File: src/hw/afwm_defs.svh
// Register offsets, field positions and reset values of the fault and warning monitor.
// Assumes an 8-bit register address and 8-bit register data.
`ifndef AFWM_DEFS_SVH
`define AFWM_DEFS_SVH

// ----------------------------------------
// Register offsets
// ----------------------------------------
`define AFWM_OFF_CHANNEL_FAULT 8'h70
`define AFWM_OFF_SUPPLY_CLOCK_FAULT 8'h71
`define AFWM_OFF_GLOBAL_FAULT 8'h72
`define AFWM_OFF_WARN_STATUS 8'h73
`define AFWM_OFF_REPORT_MASK 8'h74
`define AFWM_OFF_LATCH_WARN_MASK 8'h75
`define AFWM_OFF_RECOVERY_CTRL 8'h76
`define AFWM_OFF_CYCLE_LIMIT 8'h77
`define AFWM_OFF_RELEASE_CMD 8'h78

// ----------------------------------------
// Reset values
// ----------------------------------------
`define AFWM_RST_REPORT_MASK 8'h00
`define AFWM_RST_LATCH_WARN_MASK 8'hF8
`define AFWM_RST_RECOVERY_CTRL 8'h00
`define AFWM_RST_CYCLE_LIMIT 8'h00
`define AFWM_RST_RELEASE_CMD 8'h00

// ----------------------------------------
// Field positions
// ----------------------------------------
`define AFWM_BIT_RELEASE 7
`define AFWM_BIT_DETECT_HOLD 7
`define AFWM_BIT_SELF_RECOVER 4
`define AFWM_BIT_CBC_FUNC 2
`define AFWM_BIT_CBC_WARN_GEN 1
`define AFWM_BIT_CBC_ERR_GEN 0
`define AFWM_BIT_HIDE_THERMAL_SHUTDOWN 7
`define AFWM_BIT_HIDE_CORE_UNDER 6
`define AFWM_BIT_HIDE_CORE_OVER 5
`define AFWM_BIT_HIDE_CLOCK 4
`define AFWM_BIT_MASK_RSVD 3
`define AFWM_BIT_HIDE_POWER_UNDER 2
`define AFWM_BIT_HIDE_DC 1
`define AFWM_BIT_HIDE_OC 0
`define AFWM_BIT_CBC_ERR_STICKY 7
`define AFWM_BIT_CBC_WARN_STICKY 6
`define AFWM_BIT_CLOCK_STICKY 5
`define AFWM_BIT_THERMAL_SHUTDOWN_STICKY 4
`define AFWM_BIT_OTW_STICKY 3
`define AFWM_BIT_HIDE_OTW 2
`define AFWM_BIT_HIDE_CBC_WARN 1
`define AFWM_BIT_HIDE_CBC_ERR 0

`endif

File: src/hw/afwm_pkg.sv
// Types shared by the fault and warning monitor.
// Assumes the constants header is compiled alongside.
package afwm_pkg;
    typedef logic [7:0] afwm_byte_t;
    typedef logic [3:0] afwm_grade_t;
endpackage

File: src/hw/afwm_monitor.sv
// Fault and warning monitor of a class-D amplifier: status, masks, latching, fault and warning pins.
// Assumes a byte register port on the device clock; analog event inputs are asynchronous levels.
//
// Operation
// - Thermal shutdown sets global fault bit 0, forces the outputs to high impedance and drives the fault pin.
// - The thermal shutdown flag stays set until software writes one to bit 7 of the release register.
// - In self-recovery the outputs return to their prior state once the thermal condition is gone.
// - Cycle-limit faults show at global fault bit 2 for the right channel and bit 1 for the left.
// - Warning bit 5 is the left and bit 4 the right cycle-limit warning; bits 7-6 read zero.
// - Warning bits 3 to 0 are the four graded over-temperature warnings, hottest grade highest.
// - A report-mask bit at one keeps its source off the fault pin; the mask resets to zero.
// - Bits 2, 1, 0 of the second pin register hide over-temperature warning, cycle-limit warning and fault.
// - Bits 7 to 3 of that register make their indications sticky, the clock one only with detect-hold set, and reset to one, giving 0xF8.
// - With the detect-hold bit and clock sticky bit 5 both set clock fault status is latched, otherwise it follows the live detection.
// - Bit 4 of the recovery register enables thermal self-recovery and resets to zero.
// - The cycle-limit register holds function, warning and fault enables at bits 2, 1, 0, reset zero.
// - Writing one to bit 7 of the release register clears latched faults; the bit is a write-only strobe.
// - A DC or over-current fault sets a sticky channel bit, forces high impedance and drives the fault pin.
// - A clock fault sets its flag, forces high impedance and recovers by itself when the clock is good.
`timescale 1ns/1ps
`include "afwm_defs.svh"
module afwm_monitor
    import afwm_pkg::*;
(
    input wire logic clock,
    input wire logic reset_n,
    input wire afwm_byte_t reg_addr,
    input wire afwm_byte_t reg_wdata,
    input wire logic reg_wr,
    input wire logic reg_rd,
    output afwm_byte_t reg_rdata,
    input wire logic thermal_shutdown_raw,
    input wire logic left_cycle_limit_fault_raw,
    input wire logic right_cycle_limit_fault_raw,
    input wire logic left_cycle_limit_warn_raw,
    input wire logic right_cycle_limit_warn_raw,
    input wire afwm_grade_t overtemp_warning_raw,
    input wire logic clock_error_raw,
    input wire logic core_supply_under_raw,
    input wire logic core_supply_over_raw,
    input wire logic power_stage_supply_under_raw,
    input wire logic power_stage_supply_over_raw,
    input wire logic left_dc_error_raw,
    input wire logic right_dc_error_raw,
    input wire logic left_overcurrent_raw,
    input wire logic right_overcurrent_raw,
    output logic fault_pin_o,
    output logic fault_pin_oe,
    output logic warn_pin_o,
    output logic warn_pin_oe,
    output logic class_d_hiz
);
    // ----------------------------------------
    // Input synchronisation
    // ----------------------------------------
    logic [17:0] raw_vec;
    logic [17:0] s_vec;
    logic s_therm, s_cbcf_l, s_cbcf_r, s_cbcw_l, s_cbcw_r, s_clk;
    logic s_core_uv, s_core_ov, s_power_stage_supply_uv, s_power_stage_supply_ov, s_dc_l, s_dc_r, s_oc_l, s_oc_r;
    afwm_grade_t s_otw;

    assign raw_vec = {thermal_shutdown_raw, left_cycle_limit_fault_raw, right_cycle_limit_fault_raw,
                      left_cycle_limit_warn_raw, right_cycle_limit_warn_raw, overtemp_warning_raw,
                      clock_error_raw, core_supply_under_raw, core_supply_over_raw,
                      power_stage_supply_under_raw, power_stage_supply_over_raw,
                      left_dc_error_raw, right_dc_error_raw, left_overcurrent_raw, right_overcurrent_raw};

    afwm_sync #(.WIDTH(18)) u_sync (
        .clock(clock),
        .reset_n(reset_n),
        .async_in(raw_vec),
        .sync_out(s_vec)
    );

    assign {s_therm, s_cbcf_l, s_cbcf_r, s_cbcw_l, s_cbcw_r, s_otw, s_clk, s_core_uv, s_core_ov,
            s_power_stage_supply_uv, s_power_stage_supply_ov, s_dc_l, s_dc_r, s_oc_l, s_oc_r} = s_vec;

    // ----------------------------------------
    // Control registers
    // ----------------------------------------
    afwm_byte_t fault_report_mask;
    afwm_byte_t latch_and_warn_mask;
    afwm_byte_t recovery_detect_ctrl;
    afwm_byte_t cycle_limit_enables;
    afwm_byte_t error_release_cmd;
    logic release_pulse;

    function automatic logic reg_hit(input afwm_byte_t addr, input afwm_byte_t offset);
        reg_hit = (addr == offset);
    endfunction

    always_ff @(posedge clock or negedge reset_n) begin
        if (!reset_n) begin
            fault_report_mask <= `AFWM_RST_REPORT_MASK;
            latch_and_warn_mask <= `AFWM_RST_LATCH_WARN_MASK;
            recovery_detect_ctrl <= `AFWM_RST_RECOVERY_CTRL;
            cycle_limit_enables <= `AFWM_RST_CYCLE_LIMIT;
            error_release_cmd <= `AFWM_RST_RELEASE_CMD;
        end else if (reg_wr) begin
            if (reg_hit(reg_addr, `AFWM_OFF_REPORT_MASK)) begin
                fault_report_mask <= reg_wdata;
            end
            if (reg_hit(reg_addr, `AFWM_OFF_LATCH_WARN_MASK)) begin
                latch_and_warn_mask <= reg_wdata;
            end
            if (reg_hit(reg_addr, `AFWM_OFF_RECOVERY_CTRL)) begin
                recovery_detect_ctrl <= reg_wdata;
            end
            if (reg_hit(reg_addr, `AFWM_OFF_CYCLE_LIMIT)) begin
                cycle_limit_enables <= reg_wdata;
            end
            if (reg_hit(reg_addr, `AFWM_OFF_RELEASE_CMD)) begin
                error_release_cmd <= {1'b0, reg_wdata[6:0]};
            end
        end
    end

    // Release strobe acts in the write cycle
    assign release_pulse = reg_wr && reg_hit(reg_addr, `AFWM_OFF_RELEASE_CMD)
                           && reg_wdata[`AFWM_BIT_RELEASE];

    // ----------------------------------------
    // Status flags
    // ----------------------------------------
    logic cbc_func_en, cycle_limit_warn_gen_en, cbc_err_en, self_recover, detect_hold;
    logic sticky_thermal_shutdown, sticky_cbcf, sticky_cbcw, sticky_otw, sticky_clk;
    logic [15:0] cond_vec, sticky_vec, flag_vec;
    logic f_therm, f_cbcf_l, f_cbcf_r, f_cbcw_l, f_cbcw_r, f_clk;
    logic f_power_stage_supply_ov, f_power_stage_supply_uv, f_dc_l, f_dc_r, f_oc_l, f_oc_r;
    afwm_grade_t f_otw;

    assign cbc_func_en = cycle_limit_enables[`AFWM_BIT_CBC_FUNC];
    assign cycle_limit_warn_gen_en = cycle_limit_enables[`AFWM_BIT_CBC_WARN_GEN];
    assign cbc_err_en = cycle_limit_enables[`AFWM_BIT_CBC_ERR_GEN];
    assign self_recover = recovery_detect_ctrl[`AFWM_BIT_SELF_RECOVER];
    assign detect_hold = recovery_detect_ctrl[`AFWM_BIT_DETECT_HOLD];
    assign sticky_thermal_shutdown = latch_and_warn_mask[`AFWM_BIT_THERMAL_SHUTDOWN_STICKY];
    assign sticky_cbcf = latch_and_warn_mask[`AFWM_BIT_CBC_ERR_STICKY];
    assign sticky_cbcw = latch_and_warn_mask[`AFWM_BIT_CBC_WARN_STICKY];
    assign sticky_otw = latch_and_warn_mask[`AFWM_BIT_OTW_STICKY];
    // Clock status latched only when held and its sticky enable is set
    assign sticky_clk = latch_and_warn_mask[`AFWM_BIT_CLOCK_STICKY] && detect_hold;

    assign cond_vec = {s_therm,
                       s_cbcf_l && cbc_func_en && cbc_err_en,
                       s_cbcf_r && cbc_func_en && cbc_err_en,
                       s_cbcw_l && cbc_func_en && cycle_limit_warn_gen_en,
                       s_cbcw_r && cbc_func_en && cycle_limit_warn_gen_en,
                       s_otw, s_clk, s_power_stage_supply_ov, s_power_stage_supply_uv, s_dc_l, s_dc_r, s_oc_l, s_oc_r};
    assign sticky_vec = {sticky_thermal_shutdown, sticky_cbcf, sticky_cbcf, sticky_cbcw, sticky_cbcw,
                         {4{sticky_otw}}, sticky_clk, 6'h3F};

    afwm_flag #(.WIDTH(16)) u_flag (
        .clock(clock),
        .reset_n(reset_n),
        .cond(cond_vec),
        .sticky(sticky_vec),
        .clear(release_pulse),
        .flag(flag_vec)
    );

    assign {f_therm, f_cbcf_l, f_cbcf_r, f_cbcw_l, f_cbcw_r, f_otw, f_clk,
            f_power_stage_supply_ov, f_power_stage_supply_uv, f_dc_l, f_dc_r, f_oc_l, f_oc_r} = flag_vec;

    // ----------------------------------------
    // Output stage and pins
    // ----------------------------------------
    logic next_hiz, fault_any, warn_any, therm_hold;

    // Self-recovery follows the live condition; otherwise the flag holds shutdown
    assign therm_hold = self_recover ? s_therm : f_therm;
    assign next_hiz = therm_hold || s_therm || s_clk || s_power_stage_supply_ov || s_power_stage_supply_uv
                      || f_dc_l || f_dc_r || f_oc_l || f_oc_r || s_dc_l || s_dc_r || s_oc_l || s_oc_r;

    assign fault_any = (f_therm && !fault_report_mask[`AFWM_BIT_HIDE_THERMAL_SHUTDOWN])
                       || (s_core_uv && !fault_report_mask[`AFWM_BIT_HIDE_CORE_UNDER])
                       || (s_core_ov && !fault_report_mask[`AFWM_BIT_HIDE_CORE_OVER])
                       || (f_clk && !fault_report_mask[`AFWM_BIT_HIDE_CLOCK])
                       || ((f_power_stage_supply_uv || f_power_stage_supply_ov) && !fault_report_mask[`AFWM_BIT_HIDE_POWER_UNDER])
                       || ((f_dc_l || f_dc_r) && !fault_report_mask[`AFWM_BIT_HIDE_DC])
                       || ((f_oc_l || f_oc_r) && !fault_report_mask[`AFWM_BIT_HIDE_OC])
                       || ((f_cbcf_l || f_cbcf_r) && !latch_and_warn_mask[`AFWM_BIT_HIDE_CBC_ERR]);
    assign warn_any = ((|f_otw) && !latch_and_warn_mask[`AFWM_BIT_HIDE_OTW])
                      || ((f_cbcw_l || f_cbcw_r) && !latch_and_warn_mask[`AFWM_BIT_HIDE_CBC_WARN]);

    always_ff @(posedge clock or negedge reset_n) begin
        if (!reset_n) begin
            class_d_hiz <= 1'b0;
        end else begin
            class_d_hiz <= next_hiz;
        end
    end

    always_ff @(posedge clock or negedge reset_n) begin
        if (!reset_n) begin
            fault_pin_o <= 1'b0;
            fault_pin_oe <= 1'b0;
            warn_pin_o <= 1'b0;
            warn_pin_oe <= 1'b0;
        end else begin
            fault_pin_o <= 1'b0;
            warn_pin_o <= 1'b0;
            fault_pin_oe <= fault_any;
            warn_pin_oe <= warn_any;
        end
    end

    // ----------------------------------------
    // Register read
    // ----------------------------------------
    afwm_byte_t next_rdata;

    always_comb begin
        next_rdata = 8'h00;
        unique case (reg_addr)
            `AFWM_OFF_CHANNEL_FAULT: next_rdata = {4'h0, f_dc_l, f_dc_r, f_oc_l, f_oc_r};
            `AFWM_OFF_SUPPLY_CLOCK_FAULT: next_rdata = {5'h00, f_clk, f_power_stage_supply_ov, f_power_stage_supply_uv};
            `AFWM_OFF_GLOBAL_FAULT: next_rdata = {5'h00, f_cbcf_r, f_cbcf_l, f_therm};
            `AFWM_OFF_WARN_STATUS: next_rdata = {2'b00, f_cbcw_l, f_cbcw_r, f_otw};
            `AFWM_OFF_REPORT_MASK: next_rdata = fault_report_mask & 8'hF7;
            `AFWM_OFF_LATCH_WARN_MASK: next_rdata = latch_and_warn_mask;
            `AFWM_OFF_RECOVERY_CTRL: next_rdata = recovery_detect_ctrl;
            `AFWM_OFF_CYCLE_LIMIT: next_rdata = cycle_limit_enables;
            `AFWM_OFF_RELEASE_CMD: next_rdata = error_release_cmd;
            default: next_rdata = 8'h00;
        endcase
    end

    always_ff @(posedge clock or negedge reset_n) begin
        if (!reset_n) begin
            reg_rdata <= 8'h00;
        end else if (reg_rd) begin
            reg_rdata <= next_rdata;
        end
    end
endmodule

File: src/hw/afwm_sync.sv
// Two-stage synchroniser for a vector of asynchronous levels.
// Assumes each bit is an independent slow level.
`timescale 1ns/1ps
module afwm_sync
    import afwm_pkg::*;
#(
    parameter int WIDTH = 19
) (
    input wire logic clock,
    input wire logic reset_n,
    input wire logic [WIDTH-1:0] async_in,
    output logic [WIDTH-1:0] sync_out
);
    logic [WIDTH-1:0] stage1;

    always_ff @(posedge clock or negedge reset_n) begin
        if (!reset_n) begin
            stage1 <= '0;
            sync_out <= '0;
        end else begin
            stage1 <= async_in;
            sync_out <= stage1;
        end
    end
endmodule

File: src/hw/afwm_flag.sv
// Bank of status flags, each sticky or live by its own enable.
// Assumes clear is a one-cycle pulse on the same clock.
`timescale 1ns/1ps
module afwm_flag
    import afwm_pkg::*;
#(
    parameter int WIDTH = 16
) (
    input wire logic clock,
    input wire logic reset_n,
    input wire logic [WIDTH-1:0] cond,
    input wire logic [WIDTH-1:0] sticky,
    input wire logic clear,
    output logic [WIDTH-1:0] flag
);
    // Live condition wins over the clear
    always_ff @(posedge clock or negedge reset_n) begin
        if (!reset_n) begin
            flag <= '0;
        end else begin
            flag <= cond | (flag & sticky & {WIDTH{~clear}});
        end
    end
endmodule

File: config.mk
export PLATFORM = sky130hd
export DESIGN_NAME = afwm_monitor
export DESIGN_NICKNAME = d
export VERILOG_FILES = /design/src/hw/afwm_pkg.sv /design/src/hw/afwm_monitor.sv /design/src/hw/afwm_sync.sv /design/src/hw/afwm_flag.sv
export VERILOG_INCLUDE_DIRS = /design/src /design/src/hw
export SDC_FILE = /design/constraint.sdc
export NUM_CORES = 1
export LEC_CHECK = 0
export BUFFER_PORTS_ARGS = -buffer_cell sky130_fd_sc_hd__buf_2
export CAP_MARGIN = 20
export CORE_UTILIZATION = 54
export CTS_BUF_LIST = sky130_fd_sc_hd__clkbuf_4
export DETAILED_ROUTE_END_ITERATION = 10
export PLACE_DENSITY = 0.78
export REMOVE_ABC_BUFFERS = 1
export SETUP_SLACK_MARGIN = 0.02
export SYNTH_ARGS = -nofsm -noshare
export SYNTH_HDL_FRONTEND = slang
export SYNTH_SLANG_ARGS = --single-unit
export TNS_END_PERCENT = 50
File: constraint.sdc
create_clock -name clock -period 1.35 [get_ports clock]
set_input_delay 0.0675 -clock clock [delete_from_list [all_inputs] [get_ports clock]]
set_output_delay 0.0675 -clock clock [all_outputs]
set_load 0.03 [all_outputs]
==> impl.org <==
** Outcome
- Outcome :: finished, violations left
- Violations in the final reports :: negative setup slack

** Power and ir drop
- Highest ir drop seen on vdd :: 0.7067 mV
- Switching Fraction :: 24.45%
- Clock network fraction of total power :: 29.8%
- Power comes to 5.256 mW.
- Power per cell area :: 1043 mW/mm^2
- Combinational cells account for 8.9% of the total power.
- Leakage :: 2.329 nW
- Sw power :: 1.285 mW
- The internal portion of the total power is 3.971 mW.
- Per report_power, the sequential group accounts for 61.3% of the total.

** Clock tree
- Clock-pin slew was measured on the worst setup and hold paths at 0.16 ns.
- In this run, CTS created clock tree buffers numbering 9.
- Sinks on Clock Net :: 101
- The root buffer cell chosen for the clock tree is sky130_fd_sc_hd__clkbuf_4.
- The longest clock path from root to sink contains 2 buffers.
- The clock reaches the later pin of the worst-skew pair after 0.46 ns.
- Number of H-tree levels :: 3
- TritonCTS built the clock tree.

** Cells and area
- Multi-input logic area :: 0.001385 sq mm
- Post-route core utilization :: 69.82%
- Layout cell share with drive strength beyond 1 :: 47.75%
- Relative to the synthesized area, the layout overhead comes to 25.07%.
- The library cells used most frequently in the layout, excluding fill and tap cells, are sky130_fd_sc_hd__dfrtp_1, sky130_fd_sc_hd__buf_2, sky130_fd_sc_hd__mux2_2.
- Summing all flip-flop and latch instances after layout gives 0.002534 sq mm.
- Once layout is done, the placed cells without fillers occupy 0.005037 sq mm.
- The library cell used most frequently in the layout, excluding fill and tap cells, is sky130_fd_sc_hd__dfrtp_1.
- Antenna diode count :: 0
- Layout fillers :: 540
- For this run, the post-layout net count is 410.

** Timing
- Fmax :: 700.0 MHz
- The final critical path takes up 105.8% of the cycle.
- Worst hold slack across all endpoints :: 0.06085 ns
- RSZ-0062 raised after global routing :: true
- Final Slew Violations :: 0
- Final critical-path required period :: 1.428 ns
- Across the routed clock network, the largest skew measured is 0.02065 ns.
- Post-route worst setup slack :: -0.07847 ns
- The final hold violation count is 0.
- Count of final setup violators :: 4

** Global routing
- Number of antenna violations at the first check in global routing :: 0
- Vias in the first global route :: 2734
- Entering global routing, the biggest net connects 50 pins.
- Gr usage total :: 24.63%
- For this run the aggregate overflow at the end of global routing stands at 0.
- The first global-routing pass estimated 13.65 mm of wire.

** Floorplan
- The initial utilization of the core area, before any placement, comes to 55.83%.
- The floorplan step set the die width to 88.36 um.
- Measured along the y axis, the die boundary spans 88.36 um.
- The floorplan has 31 rows.
- For this design the top-level I/O count stands at 51.
- Core area :: 0.007214 sq mm
- The die covers 0.007807 sq mm.

** Place
- Post-detail-place hpwl :: 6.116 mm
- Routability-driven placement finished with a final weighted congestion of 0.9564.
- Worst slack after detailed placement :: -0.09207 ns
- During placement, the flow inserted port buffers numbering 48.
- Total placed instance area :: 0.004578 sq mm

** Logic synthesis
- Cell count after synthesis :: 254
- During synthesis, Yosys emitted a total of 0 warnings.
- Summed over all instances, the cell type with the most area after synthesis is sky130_fd_sc_hd__dfrtp_1.
- After synthesis, the largest family of logic cells by area is multiplexers.
- The synthesized netlist devotes 7.860% of its cell area to simple gates.
- Fraction of the mapped netlist area in compound gates :: 10.00%
- The most used flip-flop cell after synthesis is sky130_fd_sc_hd__dfrtp_1.
- Adder-cell area share of the yosys netlist :: 0%
- In this run, synthesis produced a sequential element count of 101.
- Share of synthesized registers carrying an async set or reset :: 100.0%
- In this run the mean area of a mapped cell was 15.86 sq um.
- Yosys attributes the largest share of cell area to sky130_fd_sc_hd__dfrtp_1, sky130_fd_sc_hd__mux2_2, sky130_fd_sc_hd__mux4_2.
- Fraction of synthesized area in multiplexers :: 15.75%
- Of the synthesized area, sequential elements account for 62.91%.
- Yosys cell types :: 50
- Of the total synthesized cell area, the portion taken by XOR and XNOR cells is 0%.
- Cell Area, Synth :: 0.004028 sq mm
- Post-synth EDFFs :: 0
- Post-synth top area share :: 59.65%

** Route
- The first detailed-routing pass took 4 iterations.
- Routed Wire Length :: 8.648 mm
- After detailed routing, the number of vias per cell comes to 5.492.
- Remaining design rule violation count :: 0
- Detailed-route via count :: 2614
- Drt initial violations :: 147
- Avg WL per Cell :: 18.17 um
- Once detail routing completed, the nets flagged for antenna violations numbered 0.

** Critical path
- The critical path goes through mux4_2, and3_4, a221oi_2, o2bb2ai_1.
- STA puts the critical path data arrival time at 1.78 ns.
- Combined buffer and inverter count along the critical path :: 0
- Data required time of the critical path :: 1.70 ns
- For this design, the slowest cell found on the critical path is sky130_fd_sc_hd__mux4_2.
- Cell family with the largest share of critical-path delay :: multiplexers
- Delay contributed by the slowest stage of the critical path :: 0.47 ns
- The worst setup path is launched from a register.
- Worst-path maximum fanout :: 3
- Critical Path Sink Type :: register
- Type of the setup path with the least slack :: register to register

** Worst hold path
- Worst hold path type :: primary input to asynchronous set/reset pin

** Job
- Across the run, the number of max-cap violations was 0.
## cells in the mapped netlist, types with 2 or more instances
cell and count:
sky130_fd_sc_hd__o2bb2ai_1 5, sky130_fd_sc_hd__buf_6 3, sky130_fd_sc_hd__dfrtp_1 96, sky130_fd_sc_hd__nand3_4 2, sky130_fd_sc_hd__clkbuf_8 3, sky130_fd_sc_hd__a31o_1 2
sky130_fd_sc_hd__a221oi_2 3, sky130_fd_sc_hd__or4_1 3, sky130_fd_sc_hd__o22ai_1 5, sky130_fd_sc_hd__mux2_2 41, sky130_fd_sc_hd__a21o_1 6, sky130_fd_sc_hd__nand4_1 2
sky130_fd_sc_hd__and3_1 4, sky130_fd_sc_hd__o22a_1 3, sky130_fd_sc_hd__and2_1 2, sky130_fd_sc_hd__nand2_1 6, sky130_fd_sc_hd__buf_4 3, sky130_fd_sc_hd__a32o_1 4
sky130_fd_sc_hd__a31o_2 3, sky130_fd_sc_hd__a22oi_1 7, sky130_fd_sc_hd__mux4_2 7, sky130_fd_sc_hd__inv_1 5, sky130_fd_sc_hd__dfstp_2 5, sky130_fd_sc_hd__nor2_1 8
## metal layers
metal | part of all wire, % | vias to the layer above | wire length, um | GRT usage (%)
met5 | 0 | - | 0 | 0
met4 | 2.3 | 0 | 195 | 10.41
met3 | 3.4 | 15 | 297 | 4.478
met2 | 51 | 71 | 4408 | 42.24
met1 | 43 | 1337 | 3746 | 30.94
li1 | - | 1191 | - | -
## repair_timing
item	4_1_cts	5_1_grt
hold endpoints to repair	155	0
buffers inserted	0	2
setup endpoints to repair	5	5
gates cloned	0	0
gates resized for setup	3	2
pin swaps	5	2
hold buffers	28	0
## through the flow
stage | std cells | TNS [ns]
2_1_floorplan | 245 | -0.005393
3_3_place_gp | 430 | -0.6269
3_5_place_dp | 430 | -1.843
4_1_cts | 474 | -0.2617
5_1_grt | 476 | -0.5030
6_report | 476 | -0.1894
## cell families (layout without fill, tap and decap cells)
family / count (synthesis) / in the layout
other: 1 / 2
and+or+nand+nor: 41 / 41
DFF: 101 / 101
muxes: 49 / 49
AOI/OAI and AO/OA: 47 / 47
buffers and inverters: 15 / 137
## final cells by class
class                           instances  share of cell area (%)
Clock buffer                            9                   1.341
Clock inverter                          7                   1.441
Inverter                                5                  0.3726
Multi-Input combinational cell        139                   27.50
Sequential cell                       101                   50.30
Tap cell                               99                   2.459
Timing Repair Buffer                  116                   16.59
## registers in the layout, indices dropped and copies added, names as in the netlist
register	flops
u_sync.stage1	18
u_sync.sync_out	18
u_flag.flag	16
cycle_limit_enables	8
latch_and_warn_mask	8
recovery_detect_ctrl	8
reg_rdata	8
error_release_cmd	7
fault_report_mask	7
class_d_hiz	1
fault_pin_oe	1
warn_pin_oe	1
## final timing paths
path	start	endpoint	slack [ns]	cells past startpoint
setup / recovery	u_flag.flag[1]	reg_rdata[1]	-0.08	4
setup reg to reg	u_flag.flag[1]	reg_rdata[1]	-0.08	4
min in group clock	reg_addr[2]	reg_rdata[4]	0.11	4
hold reg to reg	u_sync.stage1[11]	u_sync.sync_out[11]	0.36	0
hold / removal	reset_n	fault_report_mask[4]	0.06	2
max in group asynchronous	reset_n	latch_and_warn_mask[3]	0.64	3
## worst reg2reg max path, cell delays in order (launching register included)
cell	delay [ns]
sky130_fd_sc_hd__dfrtp_1	0.43
sky130_fd_sc_hd__mux4_2	0.47
sky130_fd_sc_hd__and3_4	0.20
sky130_fd_sc_hd__a221oi_2	0.17
sky130_fd_sc_hd__o2bb2ai_1	0.08
## power groups by stage
stage	logic (mW)	clock network, mW	registers, mW
after floorplan	0.150	0	3.25
after global placement	0.391	0	3.27
after detailed placement	0.402	0	3.28
after CTS	0.466	1.62	3.22
after global routing	0.508	1.73	3.24
final	0.469	1.57	3.22
Power figures use the tool's default switching activity.
